### config.mk
export PLATFORM = sky130hd
export DESIGN_NAME = genlock_phase_and_ref_status
export DESIGN_NICKNAME = d
export VERILOG_FILES = /design/src/rtl/genlock_status_pkg.sv /design/src/rtl/genlock_phase_and_ref_status.sv
export SDC_FILE = /design/constraint.sdc
export NUM_CORES = 1
export LEC_CHECK = 0
export BUFFER_PORTS_ARGS = -buffer_cell sky130_fd_sc_hd__clkbuf_2
export CAP_MARGIN = 0
export CORE_ASPECT_RATIO = 1.75
export CORE_MARGIN = 3
export CORE_UTILIZATION = 49
export CTS_BUF_LIST = sky130_fd_sc_hd__clkbuf_8
export DETAILED_ROUTE_END_ITERATION = 6
export GPL_TIMING_DRIVEN = 1
export PLACE_DENSITY = 0.79
export RECOVER_POWER = 100
export SETUP_SLACK_MARGIN = 0.3
export SLEW_MARGIN = 0
export SYNTH_ARGS = -nofsm -noshare
export SYNTH_HDL_FRONTEND = slang
export SYNTH_SLANG_ARGS = --single-unit
### constraint.sdc
create_clock -name ref_clk -period 5.5 [get_ports ref_clk]
set_clock_uncertainty 0.2 [all_clocks]
set_input_delay 0.825 -clock ref_clk [delete_from_list [all_inputs] [get_ports ref_clk]]
set_output_delay 0.825 -clock ref_clk [all_outputs]
set_load 0.01 [all_outputs]
### src/rtl/genlock_status_pkg.sv
// Constants for the genlock phase, drift limit and reference status bank.
// Assumes word-aligned Avalon-MM byte addresses and 32-bit data.
package genlock_status_pkg;

  localparam int ADDR_W = 8;
  localparam int DATA_W = 32;
  localparam int REG_W  = 16;
  localparam int BE_W   = 4;
  localparam int IDX_W  = 6;

  // Register indices; the byte address is four times the index.
  localparam logic [IDX_W-1:0] IDX_SKEW     = 6'h1D;
  localparam logic [IDX_W-1:0] IDX_DRIFT    = 6'h1E;
  localparam logic [IDX_W-1:0] IDX_STATUS   = 6'h1F;
  localparam logic [IDX_W-1:0] IDX_RSV_LO   = 6'h20;
  localparam logic [IDX_W-1:0] IDX_RSV_HI   = 6'h23;
  localparam logic [IDX_W-1:0] IDX_IRQ_STAT = 6'h28;
  localparam logic [IDX_W-1:0] IDX_IRQ_MASK = 6'h29;

  localparam logic [REG_W-1:0] SKEW_RST  = 16'h0000;
  localparam logic [REG_W-1:0] DRIFT_RST = 16'h000B;

  // Status word fields.
  localparam int ST_VLOCK = 0;
  localparam int ST_ALOCK = 1;
  localparam int ST_BLANK = 2;
  localparam int ST_VPOL  = 3;
  localparam int ST_HPOL  = 4;
  localparam int ST_W     = 5;

  // Interrupt status and mask fields.
  localparam int EV_VLOCK_LOST = 0;
  localparam int EV_VLOCK_GAIN = 1;
  localparam int EV_ALOCK_LOST = 2;
  localparam int EV_REF_LOST   = 3;
  localparam int EV_REF_FOUND  = 4;
  localparam int EV_W          = 5;
  localparam logic [EV_W-1:0] IRQ_MASK_RST = 5'h00;

  // Positions of the synchronised detector inputs.
  localparam int IN_PRESENT = 0;
  localparam int IN_HPOL    = 1;
  localparam int IN_VPOL    = 2;
  localparam int IN_BLANK   = 3;
  localparam int IN_DIGBLK  = 4;
  localparam int IN_ALOCK   = 5;
  localparam int IN_VLOCK   = 6;
  localparam int IN_W       = 7;

endpackage

### src/rtl/genlock_phase_and_ref_status.sv
// Clock skew, reference drift limit and reference status registers.
// Assumes an Avalon-MM master on ref_clk and asynchronous detector inputs.
//
// How it works
// - Output phase shifted by clock skew count.
// - Drift limit sets lock loss, resets 000Bh.
// - Bit 4 H polarity, zero without reference.
// - Bit 3 V polarity, zero without reference.
// - Bit 3 zero for digital blanking references.
// - Bit 2 blanking timing, zero without reference.
// - Bit 1 high while audio clock locked.
// - Bit 1 always high without audio clock.
// - Bit 0 high while video clock locked.
`timescale 1ns/1ps

module genlock_phase_and_ref_status
  import genlock_status_pkg::*;
#(
  parameter int HAS_AUDIO_CLOCK = 1
) (
  input  wire logic              ref_clk,
  input  wire logic              rst_n,
  input  wire logic [ADDR_W-1:0] address,
  input  wire logic              read,
  input  wire logic              write,
  input  wire logic [DATA_W-1:0] writedata,
  input  wire logic [BE_W-1:0]   byteenable,
  output logic      [DATA_W-1:0] readdata,
  output logic                   waitrequest,
  input  wire logic              refPresentIn,
  input  wire logic              refHPolIn,
  input  wire logic              refVPolIn,
  input  wire logic              refBlankIn,
  input  wire logic              refDigitalBlankIn,
  input  wire logic              audioLockIn,
  input  wire logic              videoLockIn,
  output logic      [REG_W-1:0]  clockSkew,
  output logic      [REG_W-1:0]  driftLimit,
  output logic                   irq
);

  if (HAS_AUDIO_CLOCK != 0 && HAS_AUDIO_CLOCK != 1) begin : g_bad_param
    $error("HAS_AUDIO_CLOCK must be 0 or 1");
  end

  localparam logic [ST_W-1:0] STATUS_RST =
    (HAS_AUDIO_CLOCK != 0) ? 5'h00 : 5'h02;

  logic [IN_W-1:0]   rawIn;
  logic [IN_W-1:0]   syncA;
  logic [IN_W-1:0]   syncB;
  logic [ST_W-1:0]   statusD;
  logic [ST_W-1:0]   statusQ;
  logic              presentQ;
  logic [EV_W-1:0]   events;
  logic [EV_W-1:0]   irqStatQ;
  logic [EV_W-1:0]   irqMaskQ;
  logic [REG_W-1:0]  skewQ;
  logic [REG_W-1:0]  driftQ;
  logic [DATA_W-1:0] readMux;
  logic [DATA_W-1:0] readdataQ;
  logic              waitReqQ;
  logic              irqQ;
  logic              aligned;
  logic [IDX_W-1:0]  idx;
  logic              commit;

  assign rawIn = {videoLockIn, audioLockIn, refDigitalBlankIn, refBlankIn,
                  refVPolIn, refHPolIn, refPresentIn};

  // The detectors live in the PLL clock domains, so every level is
  // synchronised before the status logic looks at it.
  for (genvar gi = 0; gi < IN_W; gi++) begin : g_sync
    always_ff @(posedge ref_clk or negedge rst_n) begin
      if (!rst_n) begin
        syncA[gi] <= 1'b0;
        syncB[gi] <= 1'b0;
      end else begin
        syncA[gi] <= rawIn[gi];
        syncB[gi] <= syncA[gi];
      end
    end
  end

  always_comb begin
    statusD = '0;
    statusD[ST_HPOL]  = syncB[IN_PRESENT] & syncB[IN_HPOL];
    statusD[ST_VPOL]  = syncB[IN_PRESENT] & ~syncB[IN_DIGBLK]
                        & syncB[IN_VPOL];
    statusD[ST_BLANK] = syncB[IN_PRESENT] & syncB[IN_BLANK];
    if (HAS_AUDIO_CLOCK != 0) begin
      statusD[ST_ALOCK] = syncB[IN_ALOCK];
    end else begin
      statusD[ST_ALOCK] = 1'b1;
    end
    statusD[ST_VLOCK] = syncB[IN_VLOCK];
  end

  always_ff @(posedge ref_clk or negedge rst_n) begin
    if (!rst_n) begin
      statusQ  <= STATUS_RST;
      presentQ <= 1'b0;
    end else begin
      statusQ  <= statusD;
      presentQ <= syncB[IN_PRESENT];
    end
  end

  always_comb begin
    events = '0;
    events[EV_VLOCK_LOST] = statusQ[ST_VLOCK] & ~statusD[ST_VLOCK];
    events[EV_VLOCK_GAIN] = ~statusQ[ST_VLOCK] & statusD[ST_VLOCK];
    events[EV_ALOCK_LOST] = statusQ[ST_ALOCK] & ~statusD[ST_ALOCK];
    events[EV_REF_LOST]   = presentQ & ~syncB[IN_PRESENT];
    events[EV_REF_FOUND]  = ~presentQ & syncB[IN_PRESENT];
  end

  assign aligned = (address[1:0] == 2'h0);
  assign idx     = address[ADDR_W-1:2];
  // A write takes effect on the edge at which waitrequest is seen low.
  assign commit  = write & ~waitReqQ & aligned;

  function automatic logic [REG_W-1:0] merge16(
    input logic [REG_W-1:0]  old,
    input logic [DATA_W-1:0] wd,
    input logic [BE_W-1:0]   be
  );
    logic [REG_W-1:0] res;
    res = old;
    if (be[0]) begin
      res[7:0] = wd[7:0];
    end
    if (be[1]) begin
      res[15:8] = wd[15:8];
    end
    return res;
  endfunction

  always_ff @(posedge ref_clk or negedge rst_n) begin
    if (!rst_n) begin
      skewQ <= SKEW_RST;
    end else if (commit && idx == IDX_SKEW) begin
      skewQ <= merge16(skewQ, writedata, byteenable);
    end
  end

  always_ff @(posedge ref_clk or negedge rst_n) begin
    if (!rst_n) begin
      driftQ <= DRIFT_RST;
    end else if (commit && idx == IDX_DRIFT) begin
      driftQ <= merge16(driftQ, writedata, byteenable);
    end
  end

  always_ff @(posedge ref_clk or negedge rst_n) begin
    if (!rst_n) begin
      irqMaskQ <= IRQ_MASK_RST;
    end else if (commit && idx == IDX_IRQ_MASK && byteenable[0]) begin
      irqMaskQ <= writedata[EV_W-1:0];
    end
  end

  // A new event wins over a write-one clear in the same cycle.
  for (genvar ei = 0; ei < EV_W; ei++) begin : g_irq
    always_ff @(posedge ref_clk or negedge rst_n) begin
      if (!rst_n) begin
        irqStatQ[ei] <= 1'b0;
      end else if (events[ei]) begin
        irqStatQ[ei] <= 1'b1;
      end else if (commit && idx == IDX_IRQ_STAT && byteenable[0]
                   && writedata[ei]) begin
        irqStatQ[ei] <= 1'b0;
      end
    end
  end

  always_ff @(posedge ref_clk or negedge rst_n) begin
    if (!rst_n) begin
      irqQ <= 1'b0;
    end else begin
      irqQ <= |(irqStatQ & irqMaskQ);
    end
  end

  // Unused and reserved locations answer zero and drop writes.
  always_comb begin
    readMux = '0;
    if (aligned) begin
      unique case (idx)
        IDX_SKEW:     readMux[REG_W-1:0] = skewQ;
        IDX_DRIFT:    readMux[REG_W-1:0] = driftQ;
        IDX_STATUS:   readMux[ST_W-1:0]  = statusQ;
        IDX_IRQ_STAT: readMux[EV_W-1:0]  = irqStatQ;
        IDX_IRQ_MASK: readMux[EV_W-1:0]  = irqMaskQ;
        default:      readMux = '0;
      endcase
    end
  end

  // Every access costs two cycles: one with waitrequest high, one low.
  always_ff @(posedge ref_clk or negedge rst_n) begin
    if (!rst_n) begin
      waitReqQ <= 1'b1;
    end else if ((read || write) && waitReqQ) begin
      waitReqQ <= 1'b0;
    end else begin
      waitReqQ <= 1'b1;
    end
  end

  always_ff @(posedge ref_clk or negedge rst_n) begin
    if (!rst_n) begin
      readdataQ <= '0;
    end else if (read && waitReqQ) begin
      readdataQ <= readMux;
    end
  end

  assign readdata    = readdataQ;
  assign waitrequest = waitReqQ;
  assign clockSkew   = skewQ;
  assign driftLimit  = driftQ;
  assign irq         = irqQ;

  property p_skew_write;
    @(posedge ref_clk) disable iff (!rst_n)
      (commit && idx == IDX_SKEW && byteenable[1:0] == 2'h3)
      |=> clockSkew == $past(writedata[REG_W-1:0]);
  endproperty
  a_skew_write: assert property (p_skew_write)
    else $error("Clock skew did not take the written value.");

  property p_drift_write;
    @(posedge ref_clk) disable iff (!rst_n)
      (commit && idx == IDX_DRIFT && byteenable[1:0] == 2'h3)
      |=> driftLimit == $past(writedata[REG_W-1:0]);
  endproperty
  a_drift_write: assert property (p_drift_write)
    else $error("Drift limit did not take the written value.");

  property p_drift_hold;
    @(posedge ref_clk) disable iff (!rst_n)
      !(commit && idx == IDX_DRIFT) |=> $stable(driftLimit);
  endproperty
  a_drift_hold: assert property (p_drift_hold)
    else $error("Drift limit changed without a write.");

  property p_hpol;
    @(posedge ref_clk) disable iff (!rst_n)
      1'b1 |=> statusQ[ST_HPOL]
        == $past(syncB[IN_PRESENT] & syncB[IN_HPOL]);
  endproperty
  a_hpol: assert property (p_hpol)
    else $error("H polarity status wrong.");

  property p_vpol;
    @(posedge ref_clk) disable iff (!rst_n)
      (syncB[IN_PRESENT] && !syncB[IN_DIGBLK])
      |=> statusQ[ST_VPOL] == $past(syncB[IN_VPOL]);
  endproperty
  a_vpol: assert property (p_vpol)
    else $error("V polarity status wrong.");

  property p_vpol_zero;
    @(posedge ref_clk) disable iff (!rst_n)
      (!syncB[IN_PRESENT] || syncB[IN_DIGBLK]) ##1 1'b1
      |-> !statusQ[ST_VPOL] ##1 1'b1;
  endproperty
  a_vpol_zero: assert property (p_vpol_zero)
    else $error("V polarity not zero without usable reference.");

  property p_blank;
    @(posedge ref_clk) disable iff (!rst_n)
      1'b1 |=> statusQ[ST_BLANK]
        == $past(syncB[IN_PRESENT] & syncB[IN_BLANK]);
  endproperty
  a_blank: assert property (p_blank)
    else $error("Blanking timing status wrong.");

  property p_alock;
    @(posedge ref_clk) disable iff (!rst_n)
      (HAS_AUDIO_CLOCK != 0) |=> statusQ[ST_ALOCK] == $past(syncB[IN_ALOCK]);
  endproperty
  a_alock: assert property (p_alock)
    else $error("Audio lock status does not follow the lock input.");

  property p_alock_fixed;
    @(posedge ref_clk) disable iff (!rst_n)
      (HAS_AUDIO_CLOCK == 0) |-> statusQ[ST_ALOCK];
  endproperty
  a_alock_fixed: assert property (p_alock_fixed)
    else $error("Audio lock status low without an audio clock.");

  property p_vlock;
    @(posedge ref_clk) disable iff (!rst_n)
      $rose(syncB[IN_VLOCK]) |=> statusQ[ST_VLOCK] ##1 1'b1;
  endproperty
  a_vlock: assert property (p_vlock)
    else $error("Video lock status did not rise.");

  property p_status_read;
    @(posedge ref_clk) disable iff (!rst_n)
      (read && waitReqQ && aligned && idx == IDX_STATUS)
      |=> !waitrequest && readdata[DATA_W-1:ST_W] == '0
          && readdata[ST_W-1:0] == $past(statusQ);
  endproperty
  a_status_read: assert property (p_status_read)
    else $error("Status read returned wrong data.");

  property p_rsv_read;
    @(posedge ref_clk) disable iff (!rst_n)
      (read && waitReqQ && aligned && idx >= IDX_RSV_LO && idx <= IDX_RSV_HI)
      |=> readdata == '0;
  endproperty
  a_rsv_read: assert property (p_rsv_read)
    else $error("Reserved address did not read zero.");

  property p_rsv_misaligned;
    @(posedge ref_clk) disable iff (!rst_n)
      (read && waitReqQ && !aligned) |=> readdata == '0;
  endproperty
  a_rsv_misaligned: assert property (p_rsv_misaligned)
    else $error("Misaligned read did not return zero.");

  property p_skew_hold;
    @(posedge ref_clk) disable iff (!rst_n)
      !(commit && idx == IDX_SKEW) |=> $stable(clockSkew);
  endproperty
  a_skew_hold: assert property (p_skew_hold)
    else $error("Clock skew changed without a write.");

  property p_vlock_fall;
    @(posedge ref_clk) disable iff (!rst_n)
      $fell(syncB[IN_VLOCK]) |=> !statusQ[ST_VLOCK];
  endproperty
  a_vlock_fall: assert property (p_vlock_fall)
    else $error("Video lock status did not fall.");

endmodule

==> impl_metrics.py, run 1 <==
metrics = {
    "run_status": {
        "status": "completed",
    },
    "power_and_ir_drop": {
        "p_switching_mw": 0.241,
        "seqPwrFrac_pct": 58.1,
        "combPwrFrac_pct": 6.2,
        "power_density_nw_per_um2": 270,
        "p_leak_nw": 1.90,
        "vdd_drop_max_v": 0.000192,
        "switching_share_pct": 22.9,
        "p_int_mw": 0.809,
        "p_clk_share_pct": 35.7,
        "fin_total_pwr_mw": 1.05,
    },
    "cts": {
        "numCtsBuffers": 9,
        "cts.sinks": 80,
        "clock_latency_ns": 0.33,
        "clock_path_buffers": 2,
        "cts_tree": "done",
        "cts-htree-levels": 3,
        "clkTransAtPathRegs_ns": 0.07,
        "postCtsSetupRepairBufs": 0,
        "ctsHoldBuffers": 0,
        "root_buffer": "clkbuf_8",
        "cts_resized": 0,
    },
    "synth": {
        "ys_seq_elements": 80,
        "syn_area_um2": 3390,
        "synth_top_area_share_pct": 56.2,
        "yosysTopAreaCell": "dfrtp_1",
        "yosys_warnings": 0,
        "netlist_instances": 241,
        "yosysSeqAreaShare_pct": 59.3,
        "syn_avg_cell_area_um2": 14.0,
        "synth_top_cells_by_area": "dfrtp_1 (56%), mux2_2 (14%), a221o_1 (4.1%)",
        "yosysUniqueCellTypes": 31,
    },
    "final_layout": {
        "seq_area_um2": 2010,
        "antenna_cells": 0,
        "final_core_util_pct": 58.5,
        "design_area_um2": 3880,
        "n_fill_cell": 596,
        "stdcell_count": 414,
        "fin_nets": 382,
        "drive_above_1_share_pct": 29.2,
        "multi_input_area_um2": 1200,
        "area_delta_synth_final_pct": 14.7,
    },
    "placement": {
        "portBuffers": 86,
        "dp_hpwl_um": 4860,
        "gp_congestion": 0.784,
        "dp_cells": 398,
        "placed_area_um2": 3810,
    },
    "drt": {
        "ant_nets": 0,
        "vias": 2265,
        "routed_wl_um": 6990,
        "wire_per_inst_um": 16.9,
        "drt-initial-drc-count": 236,
        "remaining_drc_errors": 0,
        "vias_per_cell": 5.47,
        "drt_pre_antenna_iters": 4,
    },
    "timing": {
        "tns_ns": 0,
        "final-setup-viol-count": 0,
        "min_period_ns": 2.94,
        "slew_violations": 0,
        "max_freq_mhz": 341,
        "maxSlewHeadroom_pct": 35.2,
        "rsz0062_at_grt": "false",
        "period_share_pct": 53.4,
        "tightest_slew_ns": 0.972,
        "final_hold_viol_count": 0,
    },
    "critical_path": {
        "cp-start-kind": "input pin",
        "crit_path_end_kind": "flop",
        "reg2reg_slack_ns": 2.80,
        "worstPathRequired_ns": 5.52,
        "critPathArrivalTime_ns": 2.95,
        "critPathKind": "in -> reg",
        "path_max_fanout": 14,
        "reg2reg_depth": 3,
    },
    "min_path": {
        "holdPathStages": 0,
        "hold_path.class": "reg -> reg",
    },
    "global_routing": {
        "grt_use_total_pct": 18.5,
        "grt_pass1_vias": 2206,
        "grt_pass1_wl_um": 10900,
        "antenna_found_initial": 0,
        "overflow": 0,
        "grt_start_max_net_pins": 81,
    },
    "floorplan": {
        "io_pins": 121,
        "dieHeight_um": 116,
        "start_util_pct": 51.0,
        "core_um2": 6640,
        "die_w_um": 68.8,
        "die_area_um2": 7980,
        "rows": 39,
    },
    "flow_run": {
        "cap_violations": 0,
    },
}
## routing by layer
| layer | part of all wire (%) | global-route usage (%) |
|---|---|---|
| met2 | 52 | 30.9 |
| met1 | 39 | 22.2 |
| met5 | 0 | 0 |
| met3 | 6.5 | 4.75 |
| met4 | 2.3 | 7.94 |
## through the flow
| stage | setup slack [ns] | hold WS (ns) |
|---|---|---|
| 2_1_floorplan | 3.23 | 0.131 |
| 3_3_place_gp | 2.70 | 0.133 |
| 3_5_place_dp | 2.64 | 0.135 |
| 4_1_cts | 3.00 | 0.152 |
| 5_1_grt | 2.42 | 0.169 |
| 6_report | 2.56 | 0.148 |
## cells in the mapped netlist (all sizes together)
cell type and number:
dfstp 4, and2 14, and4b 1, and3 2, inv 5, and4 1, a222oi 1, a22oi 1
a221o 14, dfrtp 76, conb 1, a21boi 5, nor3b 1, nand3 5, clkbuf 2, o22ai 2
nor4b 2, o21ai 1, a41oi 5, nand2 2, buf 25, a21o 2, nor2b 6, nand4 15
mux2 47, nor4bb 1
## layout by cell type (no fill, tap or decap), types with 3 or more instances in the layout
master and n:
a21boi_0 5, a221o_1 14, a41oi_1 5, and2_1 12
clkbuf_1 50, clkbuf_2 35, clkbuf_8 11, conb_1 16
dfrtp_1 76, dfstp_1 3, inv_1 7, mux2_1 4
mux2_2 43, nand3_1 5, nand4_1 15, nor2b_1 6
## power by group through the flow
stage          Sequential (mW)  Clock, mW  Combinational [mW]
2_1_floorplan            0.621          0              0.0383
5_1_grt                  0.611      0.413              0.0736
3_5_place_dp             0.622          0              0.0696
4_1_cts                  0.610      0.386              0.0700
6_report                 0.609      0.374              0.0655
3_3_place_gp             0.621          0              0.0679
## registers in the layout, summed over array words and instances, names as in the netlist
register,flops
syncA,7
irq,1
statusD,2
syncB,5
driftLimit,16
waitrequest,1
clockSkew,16
irqMaskQ,5
irqStatQ,5
presentQ,1
statusQ,5
readdata,16
## cell families after synthesis
family	share of synthesized area, %
flops	59.3
simple gates	11.0
mux	15.6
buf+inv	5.95
compound gates	8.02
other cells	0.111
## cell type report
| class | count | area share (%) |
|---|---|---|
| clock buffer | 11 | 3.90 |
| sequential | 80 | 51.7 |
| inverter | 5 | 0.483 |
| clock inverter | 5 | 0.645 |
| tap | 82 | 2.64 |
| multi-input combinational | 144 | 30.9 |
| timing repair buffer | 87 | 9.73 |
## worst max-delay path: stages
cell	delay, ns
clkbuf_1	0.52
nor2b_1	0.54
nand4_1	0.58
mux2_2	0.48
## path summary, 6_finish.rpt
check                                      start                        end
setup / recovery                      address[2]   clockSkew[6]$_DFFE_PN0P_
min in group asynchronous                  rst_n         syncA[6]$_DFF_PN0_
max in group asynchronous                  rst_n  driftLimit[6]$_DFFE_PN0P_
hold / removal                syncA[6]$_DFF_PN0_       statusD[0]$_DFF_PN0_
setup reg to reg           waitrequest$_DFF_PN1_  driftLimit[2]$_DFFE_PN0P_
hold reg to reg               syncA[6]$_DFF_PN0_       statusD[0]$_DFF_PN0_
Note: power is estimated with default switching activity, not from simulation.
==> inputs of run 2 (changes only) <==
CORE_UTILIZATION = 46   (was 49)
PLACE_DENSITY = 0.78   (was 0.79)
clock period = 2.6 ns   (was 5.5 ns; I/O delays follow)
==> impl_metrics.py, run 2 (synthesis gave the netlist of run 1 again) <==
metrics = {
    "run_status": {
        "status": "completed",
    },
    "placement": {
        "portBuffers": 86,
        "pre_cts_slack_ns": 0.383,
        "dp_cells": 405,
        "dp_hpwl_um": 5170,
        "gp_congestion": 0.792,
        "placed_area_um2": 3860,
    },
    "drt": {
        "remaining_drc_errors": 0,
        "drt-initial-drc-count": 247,
        "drt_pre_antenna_iters": 4,
        "routed_wl_um": 7390,
        "wire_per_inst_um": 17.2,
        "ant_nets": 0,
        "vias_per_cell": 5.41,
        "vias": 2320,
    },
    "critical_path": {
        "r2r_start": "waitrequest$_DFF_PN1_",
        "worstPathRequired_ns": 2.64,
        "reg2reg_slack_ns": 0.38,
        "reg2reg_depth": 3,
        "reg2reg_to": "driftLimit[10]$_DFFE_PN0P_",
        "cp-start-kind": "flop",
        "critPathArrivalTime_ns": 2.25,
        "crit_path_end_kind": "flop",
        "critPathKind": "reg -> reg",
        "path_max_fanout": 10,
    },
    "final_layout": {
        "design_area_um2": 4090,
        "fin_nets": 395,
        "drive_above_1_share_pct": 30.7,
        "area_delta_synth_final_pct": 20.9,
        "final_core_util_pct": 58.4,
        "final_common_cell": "dfrtp_1",
        "stdcell_count": 429,
        "antenna_cells": 0,
        "layout_common_cells": "dfrtp_1 (76), clkbuf_1 (48), mux2_2 (43)",
    },
    "floorplan": {
        "die_area_um2": 8470,
        "dieHeight_um": 119,
        "start_util_pct": 48.3,
        "die_w_um": 70.9,
        "rows": 40,
        "io_pins": 121,
        "core_um2": 7010,
    },
    "flow_run": {
        "cap_violations": 0,
    },
    "min_path": {
        "whs_endpoint": "waitrequest$_DFF_PN1_",
        "holdPathStages": 2,
        "hold_path.class": "in -> reg",
        "min_from": "write",
    },
    "cts": {
        "numCtsBuffers": 9,
        "clock_latency_ns": 0.35,
        "cts-htree-levels": 3,
        "clock_path_buffers": 2,
        "cts.sinks": 80,
        "root_buffer": "clkbuf_8",
        "clkTransAtPathRegs_ns": 0.08,
        "postCtsSetupRepairBufs": 0,
        "cts_tree": "done",
    },
    "global_routing": {
        "grt_use_total_pct": 18.6,
        "grt_start_max_net_pins": 46,
        "overflow": 0,
        "grt_pass1_wl_um": 12100,
        "grt_pass1_vias": 2410,
        "antenna_found_initial": 0,
    },
    "timing": {
        "rsz0062_at_grt": "false",
        "maxSlewHeadroom_pct": 25.1,
        "final_hold_viol_count": 0,
        "setup_slack_ns": 0.383,
        "tightest_slew_ns": 1.12,
        "max_freq_mhz": 451,
        "min_period_ns": 2.22,
        "final-setup-viol-count": 0,
        "whs_ns": 0.0236,
        "tns_ns": 0,
        "period_share_pct": 85.3,
        "slew_violations": 0,
    },
    "power_and_ir_drop": {
        "p_leak_nw": 2.02,
        "vdd_drop_max_v": 0.000392,
        "power_density_nw_per_um2": 606,
        "fin_total_pwr_mw": 2.48,
    },
}
[run 2: how the worst max path moves through the flow]
stage / start / end / cells after the start
6_report: waitrequest$_DFF_PN1_ / driftLimit[10]$_DFFE_PN0P_ / 3
5_1_grt: waitrequest$_DFF_PN1_ / clockSkew[0]$_DFFE_PN0P_ / 3
4_1_cts: waitrequest$_DFF_PN1_ / readdata[15]$_DFFE_PN0P_ / 3
3_5_place_dp: address[7] / driftLimit[10]$_DFFE_PN0P_ / 4
3_3_place_gp: address[7] / clockSkew[8]$_DFFE_PN0P_ / 4
2_1_floorplan: waitrequest$_DFF_PN1_ / irqMaskQ[0]$_DFFE_PN0P_ / 5
[run 2: worst max-delay path, cell delays in order, from the launching register on]
cell and delay, ns:
dfstp_1 0.46, nor4b_4 0.42, nand4_1 0.55, mux2_2 0.47
[run 2: routing by layer]
metal	wire, um	global-route usage [%]	up-vias
met2	3860	28.9	106
met4	163	8.71	0
met3	581	5.87	13
li1	-	-	1057
met5	0	0	-
met1	2790	23.4	1144
[run 2: cell type report]
| type | instances | area [um2] |
|---|---|---|
| sequential | 80 | 2010 |
| fill | 608 | 2910 |
| multi-input combinational | 144 | 1220 |
| clock inverter | 4 | 67.6 |
| inverter | 5 | 18.8 |
| timing repair buffer | 100 | 508 |
| tap | 84 | 105 |
| clock buffer | 12 | 165 |
[run 2: repair_timing]
action	4_1_cts	5_1_grt
resized for setup	0	0
hold buffers	8	0
endpoints found under the hold margin	49	0
[run 2: report_power, final]
| part | switching, mW | internal, mW | leakage [nW] | total (mW) |
|---|---|---|---|---|
| Combinational | 0.0941 | 0.0639 | 0.861 | 0.158 |
| Sequential | 0.0178 | 1.27 | 1.03 | 1.29 |
| Clock | 0.421 | 0.613 | 0.125 | 1.03 |
